`src/rcs_defines.svh`:
```
// Functional notes
// - A command invalid in the present mode is rejected with its fixed error number.
// - Variable input in A/D cal gives 56; store, prompt, variable input in verify give 54.
// - Step-complete bit clears whenever a command is passed to the measurement side.
// - Step-complete bit sets again when the measurement side finishes and is ready.
// - With the mask bit enabled, completion raises service request and the poll bit.
// - Erase request followed directly by store erases the whole calibration memory.
// - Any command other than store or another erase request after a pending erase request abandons the erasure.
// - A pending remote erase request never times out; it waits for the next command.
// - Only whole-memory erasure is offered remotely; no selective erasure.
// - Erase request shows the erase prompt on the display, not in the output buffer.
// - Sample-complete output stays inactive in calibration, normal during verification.
// Purpose: constants of the remote calibration command sequencer
// Assumes: error numbers are binary-coded on an 8-bit field
// Notes: command codes are this block's own encoding of the decoded opcode
`ifndef RCS_DEFINES_SVH
`define RCS_DEFINES_SVH

// ==========================================
// Error numbers
`define RCS_ERR_NONE 8'h00
`define RCS_ERR_NOT_CAL 8'h33
`define RCS_ERR_BAD_SUBMODE 8'h34
`define RCS_ERR_VERIFY 8'h36
`define RCS_ERR_AD_VARIN 8'h38
`define RCS_ERR_CAL_DISABLED 8'h3C
`define RCS_ERR_OVERFLOW 8'h3D

// ==========================================
// Queue and timing
`define RCS_QUEUE_DEPTH 8
`define RCS_CLK_MHZ 100
`define RCS_STORE_MAX_S 22
`define RCS_ERASE_MAX_S 3

`endif

```
`src/rcs_pkg.sv`:
```
// Purpose: types of the remote calibration command sequencer
// Assumes: opcodes are decoded before reaching the block
// Notes: none
package rcs_pkg;
  // ==========================================
  // Commands
  typedef enum logic [4:0] {
    RCS_CMD_B = 5'h00, RCS_CMD_STORE = 5'h01, RCS_CMD_AD = 5'h02, RCS_CMD_HFAC = 5'h03,
    RCS_CMD_ERASE = 5'h04, RCS_CMD_D = 5'h05, RCS_CMD_F = 5'h06, RCS_CMD_G0 = 5'h07,
    RCS_CMD_G1 = 5'h08, RCS_CMD_PROMPT = 5'h09, RCS_CMD_G3 = 5'h0A, RCS_CMD_GX = 5'h0B,
    RCS_CMD_N = 5'h0C, RCS_CMD_P0 = 5'h0D, RCS_CMD_P1 = 5'h0E, RCS_CMD_VARIN = 5'h0F,
    RCS_CMD_P3 = 5'h10, RCS_CMD_R0 = 5'h11, RCS_CMD_R16 = 5'h12, RCS_CMD_R7 = 5'h13,
    RCS_CMD_R8 = 5'h14, RCS_CMD_S = 5'h15, RCS_CMD_T = 5'h16, RCS_CMD_W = 5'h17,
    RCS_CMD_X0 = 5'h18, RCS_CMD_Y = 5'h19, RCS_CMD_Z0 = 5'h1A, RCS_CMD_STAR = 5'h1B,
    RCS_CMD_QUERY = 5'h1C
  } rcs_cmd_e;

  // Calibration sub-mode as reported by the measurement side
  typedef enum logic [2:0] {
    RCS_MODE_NORMAL = 3'h0, RCS_MODE_CAL_IDLE = 3'h1, RCS_MODE_AD = 3'h2,
    RCS_MODE_OFS_GAIN = 3'h3, RCS_MODE_HFAC = 3'h4, RCS_MODE_VERIFY = 3'h5
  } rcs_mode_e;

  // Sequencer states, one-hot
  typedef enum logic [3:0] {
    RCS_ST_IDLE = 4'b0001, RCS_ST_ERASE_PEND = 4'b0010,
    RCS_ST_BUSY = 4'b0100, RCS_ST_ERASING = 4'b1000
  } rcs_state_e;
endpackage : rcs_pkg

```
`src/rcs_sequencer.sv`:
```
// Purpose: checks calibration commands, tracks step completion, runs remote erase
// Assumes: bus side delivers decoded commands; measurement side signals done
// Notes: no software registers; status and errors are plain ports
`timescale 1ns/10ps
`include "rcs_defines.svh"
module rcs_sequencer #(
  parameter int QDEPTH = `RCS_QUEUE_DEPTH
) (
  input wire logic core_clk,
  input wire logic nrst,
  input wire logic cmd_valid,
  input wire rcs_pkg::rcs_cmd_e cmd_code,
  input wire rcs_pkg::rcs_mode_e cal_mode,
  input wire logic srq_mask_step,
  input wire logic srq_clear,
  input wire logic meas_ready,
  input wire logic meas_done,
  input wire logic sample_done_raw,
  output logic meas_cmd_valid,
  output rcs_pkg::rcs_cmd_e meas_cmd_code,
  output logic erase_all,
  output logic erase_prompt,
  output logic step_complete,
  output logic srq,
  output logic [7:0] err_num,
  output logic err_valid,
  output logic sample_complete
);
  import rcs_pkg::*;

  initial
  begin
    if (QDEPTH < 2 || (QDEPTH & (QDEPTH - 1)) != 0)
      $error("rcs_sequencer: QDEPTH must be a power of two, at least 2");
  end

  // ==========================================
  // Input queue
  logic [4:0] q_head;
  logic q_ne;
  logic q_ovf;
  logic q_pop;

  rcs_cmd_queue #(.WIDTH(5), .DEPTH(QDEPTH)) u_queue (
    .core_clk(core_clk),
    .nrst(nrst),
    .push(cmd_valid),
    .push_data(cmd_code),
    .pop(q_pop),
    .head_data(q_head),
    .not_empty(q_ne),
    .overflow(q_ovf)
  );

  rcs_cmd_e head_cmd;
  assign head_cmd = rcs_cmd_e'(q_head);

  // ==========================================
  // Validity check against the present mode
  wire m_norm = (cal_mode == RCS_MODE_NORMAL);
  wire m_ad = (cal_mode == RCS_MODE_AD);
  wire m_og = (cal_mode == RCS_MODE_OFS_GAIN);
  wire m_hf = (cal_mode == RCS_MODE_HFAC);
  wire m_ver = (cal_mode == RCS_MODE_VERIFY);
  wire m_sub = m_ad || m_og || m_hf || m_ver;

  // Commands never valid inside any calibration sub-mode
  wire c_blk = (head_cmd == RCS_CMD_B) || (head_cmd == RCS_CMD_D) ||
               (head_cmd == RCS_CMD_P0) || (head_cmd == RCS_CMD_R0) ||
               (head_cmd == RCS_CMD_R16) || (head_cmd == RCS_CMD_R7) ||
               (head_cmd == RCS_CMD_T) || (head_cmd == RCS_CMD_Z0) ||
               (head_cmd == RCS_CMD_STAR);
  // Commands that need calibration enabled at all
  wire c_cal = (head_cmd == RCS_CMD_STORE) || (head_cmd == RCS_CMD_AD) ||
               (head_cmd == RCS_CMD_HFAC) || (head_cmd == RCS_CMD_ERASE) ||
               (head_cmd == RCS_CMD_PROMPT) || (head_cmd == RCS_CMD_VARIN) ||
               (head_cmd == RCS_CMD_P3);
  wire c_disabled = c_blk || c_cal || (head_cmd == RCS_CMD_F) ||
                    (head_cmd == RCS_CMD_G3) || (head_cmd == RCS_CMD_R8) ||
                    (head_cmd == RCS_CMD_S) || (head_cmd == RCS_CMD_QUERY);
  wire c_verr = (head_cmd == RCS_CMD_STORE) || (head_cmd == RCS_CMD_PROMPT) ||
                (head_cmd == RCS_CMD_VARIN);
  wire c_sub52 = c_blk || ((head_cmd == RCS_CMD_R8) && (m_ad || m_hf)) ||
                 ((head_cmd == RCS_CMD_S) && !m_ver);

  logic [7:0] chk_err;
  always_comb
  begin
    chk_err = `RCS_ERR_NONE;
    if (m_norm && c_cal)
      chk_err = `RCS_ERR_NOT_CAL;
    else if (cal_mode == RCS_MODE_CAL_IDLE && c_disabled)
      chk_err = `RCS_ERR_CAL_DISABLED;
    else if (m_sub && c_sub52)
      chk_err = `RCS_ERR_BAD_SUBMODE;
    else if (m_ad && head_cmd == RCS_CMD_VARIN)
      chk_err = `RCS_ERR_AD_VARIN;
    else if (m_ver && c_verr)
      chk_err = `RCS_ERR_VERIFY;
  end

  // ==========================================
  // Sequencer
  rcs_state_e state_reg;
  rcs_state_e state_next;
  wire is_store = (head_cmd == RCS_CMD_STORE);
  wire is_erase = (head_cmd == RCS_CMD_ERASE);
  wire cmd_ok = (chk_err == `RCS_ERR_NONE);
  wire can_take = (state_reg == RCS_ST_IDLE) || (state_reg == RCS_ST_ERASE_PEND);
  wire take = can_take && q_ne && meas_ready;
  // Erase request is held locally; everything else valid goes to the measurement side
  wire fwd = take && cmd_ok && !is_erase;
  // A store refused in the present mode abandons the request instead of erasing
  wire do_erase = take && cmd_ok && (state_reg == RCS_ST_ERASE_PEND) && is_store;

  assign q_pop = take;

  always_comb
  begin
    state_next = state_reg;
    case (state_reg)
      RCS_ST_IDLE:
      begin
        if (take && cmd_ok && is_erase)
          state_next = RCS_ST_ERASE_PEND;
        else if (fwd)
          state_next = RCS_ST_BUSY;
      end
      RCS_ST_ERASE_PEND:
      begin
        // No timer here: the request waits for whatever comes next
        if (do_erase)
          state_next = RCS_ST_ERASING;
        else if (take && cmd_ok && is_erase)
          state_next = RCS_ST_ERASE_PEND;
        else if (fwd)
          state_next = RCS_ST_BUSY;
        else if (take)
          state_next = RCS_ST_IDLE;
      end
      RCS_ST_BUSY, RCS_ST_ERASING:
      begin
        if (meas_done)
          state_next = RCS_ST_IDLE;
      end
      default: state_next = RCS_ST_IDLE;
    endcase
  end

  // ==========================================
  // Next values of the registered outputs
  logic step_next;
  logic srq_next;
  logic sample_next;
  logic err_hit;
  logic [7:0] err_next;
  // A finish and a new forward never meet: forwarding needs the idle or erase-pending state
  assign step_next = fwd ? 1'b0 : (meas_done ? 1'b1 : step_complete);
  // Set wins over the poll clear so that a completion is never lost
  assign srq_next = (meas_done && (state_reg != RCS_ST_IDLE) && srq_mask_step) ? 1'b1 :
                    (srq_clear ? 1'b0 : srq);
  assign sample_next = (m_norm || m_ver) ? sample_done_raw : 1'b0;
  assign err_hit = (take && !cmd_ok) || q_ovf;
  // Overflow outranks a rejection in the same cycle; only one number can stand
  assign err_next = q_ovf ? `RCS_ERR_OVERFLOW : chk_err;

  // ==========================================
  // State register
  always_ff @(posedge core_clk)
  begin
    if (!nrst)
      state_reg <= RCS_ST_IDLE;
    else
      state_reg <= state_next;
  end

  // ==========================================
  // Measurement-side strobes
  always_ff @(posedge core_clk)
  begin
    if (!nrst)
    begin
      meas_cmd_valid <= 1'b0;
      meas_cmd_code <= RCS_CMD_B;
      erase_all <= 1'b0;
      erase_prompt <= 1'b0;
    end
    else
    begin
      meas_cmd_valid <= fwd && !do_erase;
      meas_cmd_code <= head_cmd;
      erase_all <= do_erase;
      erase_prompt <= (state_next == RCS_ST_ERASE_PEND);
    end
  end

  // ==========================================
  // Status toward the bus side
  always_ff @(posedge core_clk)
  begin
    if (!nrst)
    begin
      step_complete <= 1'b1;
      srq <= 1'b0;
      sample_complete <= 1'b0;
    end
    else
    begin
      step_complete <= step_next;
      srq <= srq_next;
      sample_complete <= sample_next;
    end
  end

  // ==========================================
  // Error reporting
  always_ff @(posedge core_clk)
  begin
    if (!nrst)
    begin
      err_num <= `RCS_ERR_NONE;
      err_valid <= 1'b0;
    end
    else
    begin
      err_valid <= err_hit;
      if (err_hit)
        err_num <= err_next;
    end
  end
endmodule : rcs_sequencer

```
`src/rcs_cmd_queue.sv`:
```
// Purpose: in-order input queue for commands arriving during a step
// Assumes: single clock, synchronous active-low reset
// Notes: overflow is high one cycle per refused push, so it stays high while pushes into a full queue go on; the arriving command is dropped
`timescale 1ns/10ps
module rcs_cmd_queue #(
  parameter int WIDTH = 5,
  parameter int DEPTH = 8
) (
  input wire logic core_clk,
  input wire logic nrst,
  input wire logic push,
  input wire logic [WIDTH-1:0] push_data,
  input wire logic pop,
  output logic [WIDTH-1:0] head_data,
  output logic not_empty,
  output logic overflow
);
  localparam int AW = $clog2(DEPTH);

  initial
  begin
    if (DEPTH < 2 || (1 << AW) != DEPTH)
      $error("rcs_cmd_queue: DEPTH must be a power of two, at least 2");
  end

  logic [WIDTH-1:0] mem [DEPTH];
  logic [AW:0] wr_reg;
  logic [AW:0] rd_reg;
  wire full = (wr_reg[AW] != rd_reg[AW]) && (wr_reg[AW-1:0] == rd_reg[AW-1:0]);
  wire empty = (wr_reg == rd_reg);
  wire do_pop = pop && !empty;
  // Pop frees a slot in the same cycle, so push into a full queue that pops is fine
  wire do_push = push && (!full || do_pop);

  assign head_data = mem[rd_reg[AW-1:0]];
  assign not_empty = !empty;

  always_ff @(posedge core_clk)
  begin
    if (!nrst)
    begin
      wr_reg <= '0;
      rd_reg <= '0;
      overflow <= 1'b0;
    end
    else
    begin
      if (do_push)
        wr_reg <= wr_reg + 1'b1;
      if (do_pop)
        rd_reg <= rd_reg + 1'b1;
      overflow <= push && !do_push;
    end
  end

  always_ff @(posedge core_clk)
  begin
    if (do_push)
      mem[wr_reg[AW-1:0]] <= push_data;
  end
endmodule : rcs_cmd_queue

```
`config.mk`:
```
export PLATFORM = sky130hd
export DESIGN_NAME = rcs_sequencer
export DESIGN_NICKNAME = d
export VERILOG_FILES = /design/src/rcs_pkg.sv /design/src/rcs_sequencer.sv /design/src/rcs_cmd_queue.sv
export VERILOG_INCLUDE_DIRS = /design/src
export SDC_FILE = /design/constraint.sdc
export NUM_CORES = 1
export LEC_CHECK = 0
export BUFFER_PORTS_ARGS = -buffer_cell sky130_fd_sc_hd__buf_2
export CORE_MARGIN = 4
export CORE_UTILIZATION = 50
export CTS_CLUSTER_SIZE = 10
export DETAILED_ROUTE_END_ITERATION = 8
export HOLD_SLACK_MARGIN = 0.03
export PLACE_DENSITY = 0.82
export SLEW_MARGIN = 20
export SYNTH_ARGS = -nofsm -noshare
export SYNTH_HDL_FRONTEND = slang
export SYNTH_SLANG_ARGS = --single-unit
```
`constraint.sdc`:
```
create_clock -name core_clk -period 2.74 [get_ports core_clk]
set_clock_uncertainty 0.15 [all_clocks]
set_input_delay 0.137 -clock core_clk [delete_from_list [all_inputs] [get_ports core_clk]]
set_output_delay 0.137 -clock core_clk [all_outputs]
set_load 0.02 [all_outputs]
```
# ---- Word level (Yosys, flattened, before mapping)
# Memory sizes are Yosys's and may differ from the RTL's. A register that Yosys moved wholly into a read port is not among the register bits.
# Index checks and enable logic that the tools add are counted.
dict set report word_totals {
  register_bits 33
  ramBits 40
  input_bits 16
  output_inout_bits 20
  memories 1
}
dict set report classes {
  addsub 2
  eq_ne 34
  muxes 22
  n_reduce_logical 68
}
# name depth word_bits rd rd_clocked_by_memory_dff wr line_no
set mem_list {}
lappend mem_list {u_queue.mem 8 5 1 1 1 rcs_cmd_queue.sv:26} ;# logic [WIDTH-1:0] mem [DEPTH];
# cell count
set op_table {}
lappend op_table {{equality test 5 bit (second input constant)} 10}
lappend op_table {{logical OR 1 bit} 32}
lappend op_table {{two-way mux 6 bit} 5}
lappend op_table {{two-way mux 4 bit} 7}
lappend op_table {{logical AND 1 bit} 22}
lappend op_table {{equality test 5 x 4 -> 1 bit (second input constant)} 4}
lappend op_table {{equality test 5 x 3 -> 1 bit (second input constant)} 3}
lappend op_table {{case mux 4 bit (3 select lines)} 1}
lappend op_table {{equality test 5 x 2 -> 1 bit (second input constant)} 2}
lappend op_table {{adder 4 x 1 -> 4 bit (second input constant)} 2}
lappend op_table {{equality test 4 x 2 -> 1 bit (second input constant)} 2}
lappend op_table {{logical NOT 8 bit} 1}
lappend op_table {{two-way mux 8 bit} 1}
lappend op_table {{logical NOT 1 bit} 7}
lappend op_table {{equality test 3 x 2 -> 1 bit (second input constant)} 2}
lappend op_table {{equality test 3 bit (second input constant)} 2}
lappend op_table {{two-way mux 1 bit} 6}
lappend op_table {{two-way mux 3 bit} 2}
lappend op_table {{equality test 5 x 1 -> 1 bit (second input constant)} 1}
lappend op_table {{logical NOT 5 bit} 1}
lappend op_table {{equality test 4 x 1 -> 1 bit (second input constant)} 1}
lappend op_table {{equality test 4 x 3 -> 1 bit (second input constant)} 1}
lappend op_table {{equality test 4 bit} 1}
lappend op_table {{equality test 4 bit (second input constant)} 1}
lappend op_table {{other kinds (8)} 9}

# ---- Depth between registers and ports, before layout
# Gate-level depths: netlist (run 1).
dict set report logic_depth {
  depth_word 26
  depth_mapped 10
  mapped_depth_nobuf 8
}

# ---- Cells and area by module
# A second synthesis (run 1) with hierarchy kept.
dict set report unflattened {
  cells_unflattened 286
  area_unflattened_um2 3398.3
}
# mod instances cells_per_inst area_each_um2
set modules_own_cells {}
lappend modules_own_cells {rcs_cmd_queue 1 144 2203.4}
lappend modules_own_cells {rcs_sequencer 1 142 1194.9}

# ---- Worst setup path after synthesis (run 1)
# OpenSTA, ideal clock, no wires.
dict set report synth_path {
  path_type {reg-to-reg}
  start {reg with a tool-made name}
  end {reg state_reg[2]}
  setup_time_ns 0.119
  arrival_time_ns 2.618
  slack_ns -0.147
  path_stages_with_launch 10
  period_less_slack_ns 2.887
  path_cell_list {dfxtp_1 buf_6 buf_12 mux4_2 mux2_4 mux4_2 a211o_1 nand3_2 nor3b_2 o221a_1}
}
# element line_no
set synth_rtl {}
lappend synth_rtl {{end signal, assigned} rcs_sequencer.sv:174} ;# state_reg <= state_next;
lappend synth_rtl {{end, declared} rcs_sequencer.sv:104} ;# rcs_state_e state_reg;

==> results.txt, run 1 <==
Status: complete, but fails checks
Failing checks: setup timing
Max-cap viol count: 0
Worst Tran Pin Value: 544 ps
Layout Nets: 404
Cell row count: 30
Core area: 6830 um^2
Clock transition at the registers of the reported paths: 90 ps
Most used DFF post-synth: edfxtp_1
Top-Level Pins: 36
Synth top area share: 0.341
Via density: 5.67
DP Worst Slack: -191 ps
Initial antenna violation count: 0
Avg Cell Area, Syn: 11.9 um^2
Relative slew slack: 0.634
Most frequent cells after synthesis: edfxtp_1 (40), dfxtp_1 (33), nand2_1 (25), nor2_1 (25)
Pwr Density: 747 nW/um^2
DRC: 0
Drt wl/cell: 17.1 um
Hold Fails Final Rpt: 0
Detailed Place HPWL: 5.50 mm
Gr usage total: 0.206
Synthesized area: 3520 um^2
TritonCTS clock tree: done
Vias in the first global route: 2709
Syn. warnings: 0
Worst Setup Path Type: reg -> reg
Final WS setup: -211 ps
Mapped Cells: 296
Final setup fails: 14
Syn-to-layout area delta: 30.4%
Root Buffer: clkbuf_8
Flip-flop count of the largest register after layout: 40
Hold crit path type: in -> reg
Achievable Freq: 0.339 GHz
Width of the die: 92.0 um
Final hold slack: 150 ps
Setup_tns: -2080 ps
Sequential area share after synthesis: 0.528
Maximum clock insertion buffer count: 2
Top cells by area, synth: edfxtp_1 (34%), dfxtp_1 (19%), mux4_2 (5.1%), mux2i_1 (3.4%), nand2_1 (2.7%)
Count leader, synth: edfxtp_1
CP endpoint kind: flop
Clk_lat worst skew: 360 ps
Async SR Flop Fraction: 0
Fill cells: 493
Slew Limit Fails: 0
DR iter-0 viols: 166
First-pass DRT Iterations: 6
H-tree levels: 3
Full die area: 8460 um^2
Crit Path Max Fanout: 6
CP startpoint kind: flop
Largest net degree at the start of global routing: 21
Arr. time, crit path: 3040 ps
Yosys cell types: 68
Detailed Route WL: 8.31 mm
Sink Count: 73
RSZ-0062 raised after global routing: yes
CTS Buf Count: 9
Leak: 1.78 nW
Layout cells sized above 1: 0.368
Final min period: 2950 ps
Via count: 2759
Tcrit/Tclk final: 1.08
Initial Util: 0.516
N_diodes: 0
Worst path required time: 2820 ps
Die H: 92.0 um
Port Buf Inserts: 33
Worst R2R Setup Slack: -210 ps
First-pass GRT wire length: 13.2 mm
GPL Wtd Cong: 0.961
Yosys top cell by area: edfxtp_1
Grt total ovfl: 0
DRT antenna net count: 0
Register bit total from synthesis: 73
Worst VDD drop: 0.531 mV
Number of synthesized flops with an enable pin: 40
[worst paths after layout]
check | endpoint | depth (start not counted) | start
max reg2reg | state_reg[0] | 10 | flop
max | state_reg[0] | 10 | flop
min | erase_prompt | 5 | meas_ready
min reg2reg | u_queue.wr_reg[3] | 2 | u_queue.wr_reg[3]
[logic make-up after synthesis]
logic type | after synthesis | share of synthesized area
simple gates | 104 | 0.155
flops | 73 | 0.528
compound gates | 53 | 0.126
mux | 29 | 0.120
buf+inv | 23 | 0.0355
xor+xnor | 11 | 0.0273
fa+ha+maj | 2 | 0.00710
other cells | 1 | 0.00106
[power by group]
| group | total, mW | internal [mW] | switching (mW) |
|---|---|---|---|
| Clock | 0.922 | 0.511 | 0.411 |
| Sequential | 1.29 | 1.23 | 0.0615 |
| Combinational | 1.22 | 0.608 | 0.615 |
| Total | 3.43 | 2.34 | 1.09 |
[area by class of cell]
class	count	area (um^2)	area share
Sequential cell	73	1870	0.406
Timing Repair Buffer	95	706	0.154
Multi-Input combinational cell	201	1660	0.362
Tap cell	96	120	0.0261
Inverter	6	22.5	0.00490
Clock inverter	7	95.1	0.0207
Clock buffer	9	124	0.0270
[critical path: stages, from the launching register on]
cell	delay, ps
dfxtp_4	370
buf_12	140
buf_8	130
mux2i_1	110
mux4_2	520
buf_6	160
buf_4	130
and4_4	190
o41a_1	360
o21a_4	240
or3_1	330
[cell usage in the layout, fill, tap and decap left out, types with 8 or more instances in the layout]
| cell type | instances |
|---|---|
| a21oi_1 | 11 |
| buf_2 | 33 |
| buf_4 | 41 |
| clkbuf_8 | 9 |
| dfxtp_1 | 31 |
| dlygate4sd3_1 | 13 |
| edfxtp_1 | 40 |
| mux2i_1 | 10 |
| mux4_2 | 8 |
| nand2_1 | 24 |
| nand2b_1 | 8 |
| nor2_1 | 24 |
| nor3_1 | 9 |
| xor2_1 | 9 |
[routing by layer]
metal | share of wire | vias up | global-route usage | wire length, um
li1 | - | 1291 | - | -
met2 | 0.50 | 125 | 0.345 | 4150
met1 | 0.40 | 1307 | 0.243 | 3360
met4 | 0.030 | 0 | 0.0953 | 245
met3 | 0.066 | 36 | 0.0623 | 549
met5 | 0 | - | 0 | 0
[stage by stage]
stage | instance area [um^2] | total power, mW | utilization | cells
finish | 4600 | 3.43 | 0.673 | 487
global route | 4600 | 3.59 | 0.673 | 487
CTS | 4530 | 3.36 | 0.663 | 486
detailed placement | 4060 | 2.32 | 0.594 | 451
global placement | 4060 | 2.29 | 0.594 | 451
floorplan | 3550 | 1.98 | - | 297
[what timing repair did]
item / in CTS / in global routing
resized for setup: 15 / 15
endpoints found under the setup margin: 14 / 14
hold buffers: 13 / 0
pin swaps: 7 / 10
buffers inserted: 6 / 2
hold endpoints to repair: 50 / 0
(Power assumes the default switching activity.)
==> run 2: changes to the inputs <==
CORE_UTILIZATION = 53   (was 50)
PLACE_DENSITY = 0.86   (was 0.82)
==> run 2 against run 1 <==
Compared with the run above:
- the flow still finishes with violations (setup timing)
- global-route usage up 1.5 points
- sequential power about the same
- critical path depth down 2
- sequential cell count unchanged
- via count up 3.7%
- first-iteration DRC count up 25%
- final cell count down 4.7%
- maximum frequency down 1.8%
- sequential share of layout area up 0.55 points
- critical path type unchanged
- highest routed layer unchanged
==> results.txt, run 2 (same netlist as run 1, synthesis figures left out) <==
Final Util: 0.710
Relative slew slack: 0.655
Worst Setup Path Type: reg -> reg
Achievable Freq: 0.333 GHz
Worst Tran Pin Value: 514 ps
Final WS setup: -265 ps
Final min period: 3000 ps
Detailed Place HPWL: 5.56 mm
Cell row count: 29
Tcrit/Tclk final: 1.10
Die H: 89.6 um
First-pass DRT Iterations: 5
Crit Path Max Fanout: 6
Commonest non-fill, non-tap cells in the layout: edfxtp_1 (40), buf_4 (39), buf_2 (33), dfxtp_1 (31)
Max-cap viol count: 0
Gr usage total: 0.221
TritonCTS clock tree: done
Pwr Density: 733 nW/um^2
Worst R2R Setup Slack: -260 ps
Commonest non-fill, non-tap cell in the layout: edfxtp_1
Port Buf Inserts: 33
Drt wl/cell: 19.0 um
Via density: 6.17
Initial antenna violation count: 0
Grt total ovfl: 0
Largest net degree at the start of global routing: 21
Slew Limit Fails: 0
Syn-to-layout area delta: 28.6%
CP startpoint kind: flop
Full die area: 8020 um^2
CTS Buf Count: 9
Core area: 6390 um^2
RSZ-0062 raised after global routing: yes
H-tree levels: 3
Status: complete, but fails checks
Leak: 1.76 nW
Clock transition at the registers of the reported paths: 80 ps
DRT antenna net count: 0
CP endpoint kind: flop
Flip-flop count of the largest register after layout: 40
Arr. time, crit path: 3080 ps
Worst R2R End: err_num[1]
Worst VDD drop: 0.700 mV
Hold Startpoint: meas_ready
FF-to-FF path depth: 8
Hold crit path type: in -> reg
Layout cells sized above 1: 0.354
Initial Util: 0.552
Maximum clock insertion buffer count: 2
Width of the die: 89.6 um
Detailed Route WL: 8.83 mm
WHS Path Cells: 5
GPL Wtd Cong: 0.952
Layout Nets: 400
WHS Endpoint: erase_prompt
Sink Count: 73
DRC: 0
Failing checks: setup timing
Hold Fails Final Rpt: 0
Setup_tns: -2610 ps
Root Buffer: clkbuf_8
N_diodes: 0
Via count: 2862
DR iter-0 viols: 208
Worst path required time: 2810 ps
Final setup fails: 14
Vias in the first global route: 2773
Top-Level Pins: 36
Clk_lat worst skew: 350 ps
First-pass GRT wire length: 13.2 mm
==> run 2: cell types whose count changed in the layout (fill, tap and decap cells not counted), moves of 2 or more <==
| cell | delta |
|---|---|
| mux2i_1 | +2 |
| nand3_2 | -2 |
| mux2i_2 | -2 |
| buf_6 | -2 |
| buf_4 | -2 |
==> run 2: repair_timing <==
action	in CTS	in global routing
buffers inserted	4	1
hold endpoints to repair	47	0
gates resized for setup	14	16
cloned	1	0
endpoints found under the setup margin	14	14
pin swaps	8	8
hold buffers	13	0
==> run 2: critical path, stage by stage, from the launching register on <==
cell      delay [ps]
dfxtp_4          410
buf_12           130
mux4_2           540
mux2_4           320
mux4_2           500
a211o_4          370
a31oi_1          210
nand2b_4         170
a211oi_2          70
==> run 2: final cells by class <==
type / instances / area, um^2
clock buffers: 9 / 124
clock inverters: 7 / 68.8
fillers: 413 / 1850
inverters: 6 / 22.5
multi-input cells: 201 / 1680
flip-flops and latches: 73 / 1870
well taps: 77 / 96.3
repair buffers: 91 / 681
==> run 2: stage by stage <==
stage,cell area [um^2],hold slack [ps],worst slack (ps),std cells,power (mW)
5_1_grt,4530,184,-363,464,3.47
4_1_cts,4450,106,-165,463,3.23
3_5_place_dp,4010,226,-203,429,2.30
6_report,4530,184,-265,464,3.32
2_1_floorplan,3550,64.0,-98.4,297,1.98
3_3_place_gp,4010,223,-156,429,2.27
==> run 2: power breakdown <==
group	internal, mW	leakage, nW	switching (mW)
Combinational	0.589	1.03	0.625
Sequential	1.23	0.633	0.0707
Clock	0.418	0.0970	0.392
==> run 2: metal layers <==
| metal | global-route usage | share of wire | up-vias |
|---|---|---|---|
| li1 | - | - | 1281 |
| met1 | 0.262 | 0.38 | 1380 |
| met2 | 0.385 | 0.52 | 167 |
| met3 | 0.0479 | 0.066 | 34 |
| met4 | 0.0947 | 0.028 | 0 |
| met5 | 0 | 0 | - |
==> run 2: worst max path at each step <==
stage               from      endpoint  slack, ps  depth (start not counted)
floorplan           flop  state_reg[2]       -100                          9
global placement    flop  state_reg[2]       -160                          9
detailed placement  flop  state_reg[2]       -200                          9
CTS                 flop  state_reg[2]       -160                          8
global route        flop  state_reg[1]       -360                         11
finish              flop    err_num[1]       -260                          8
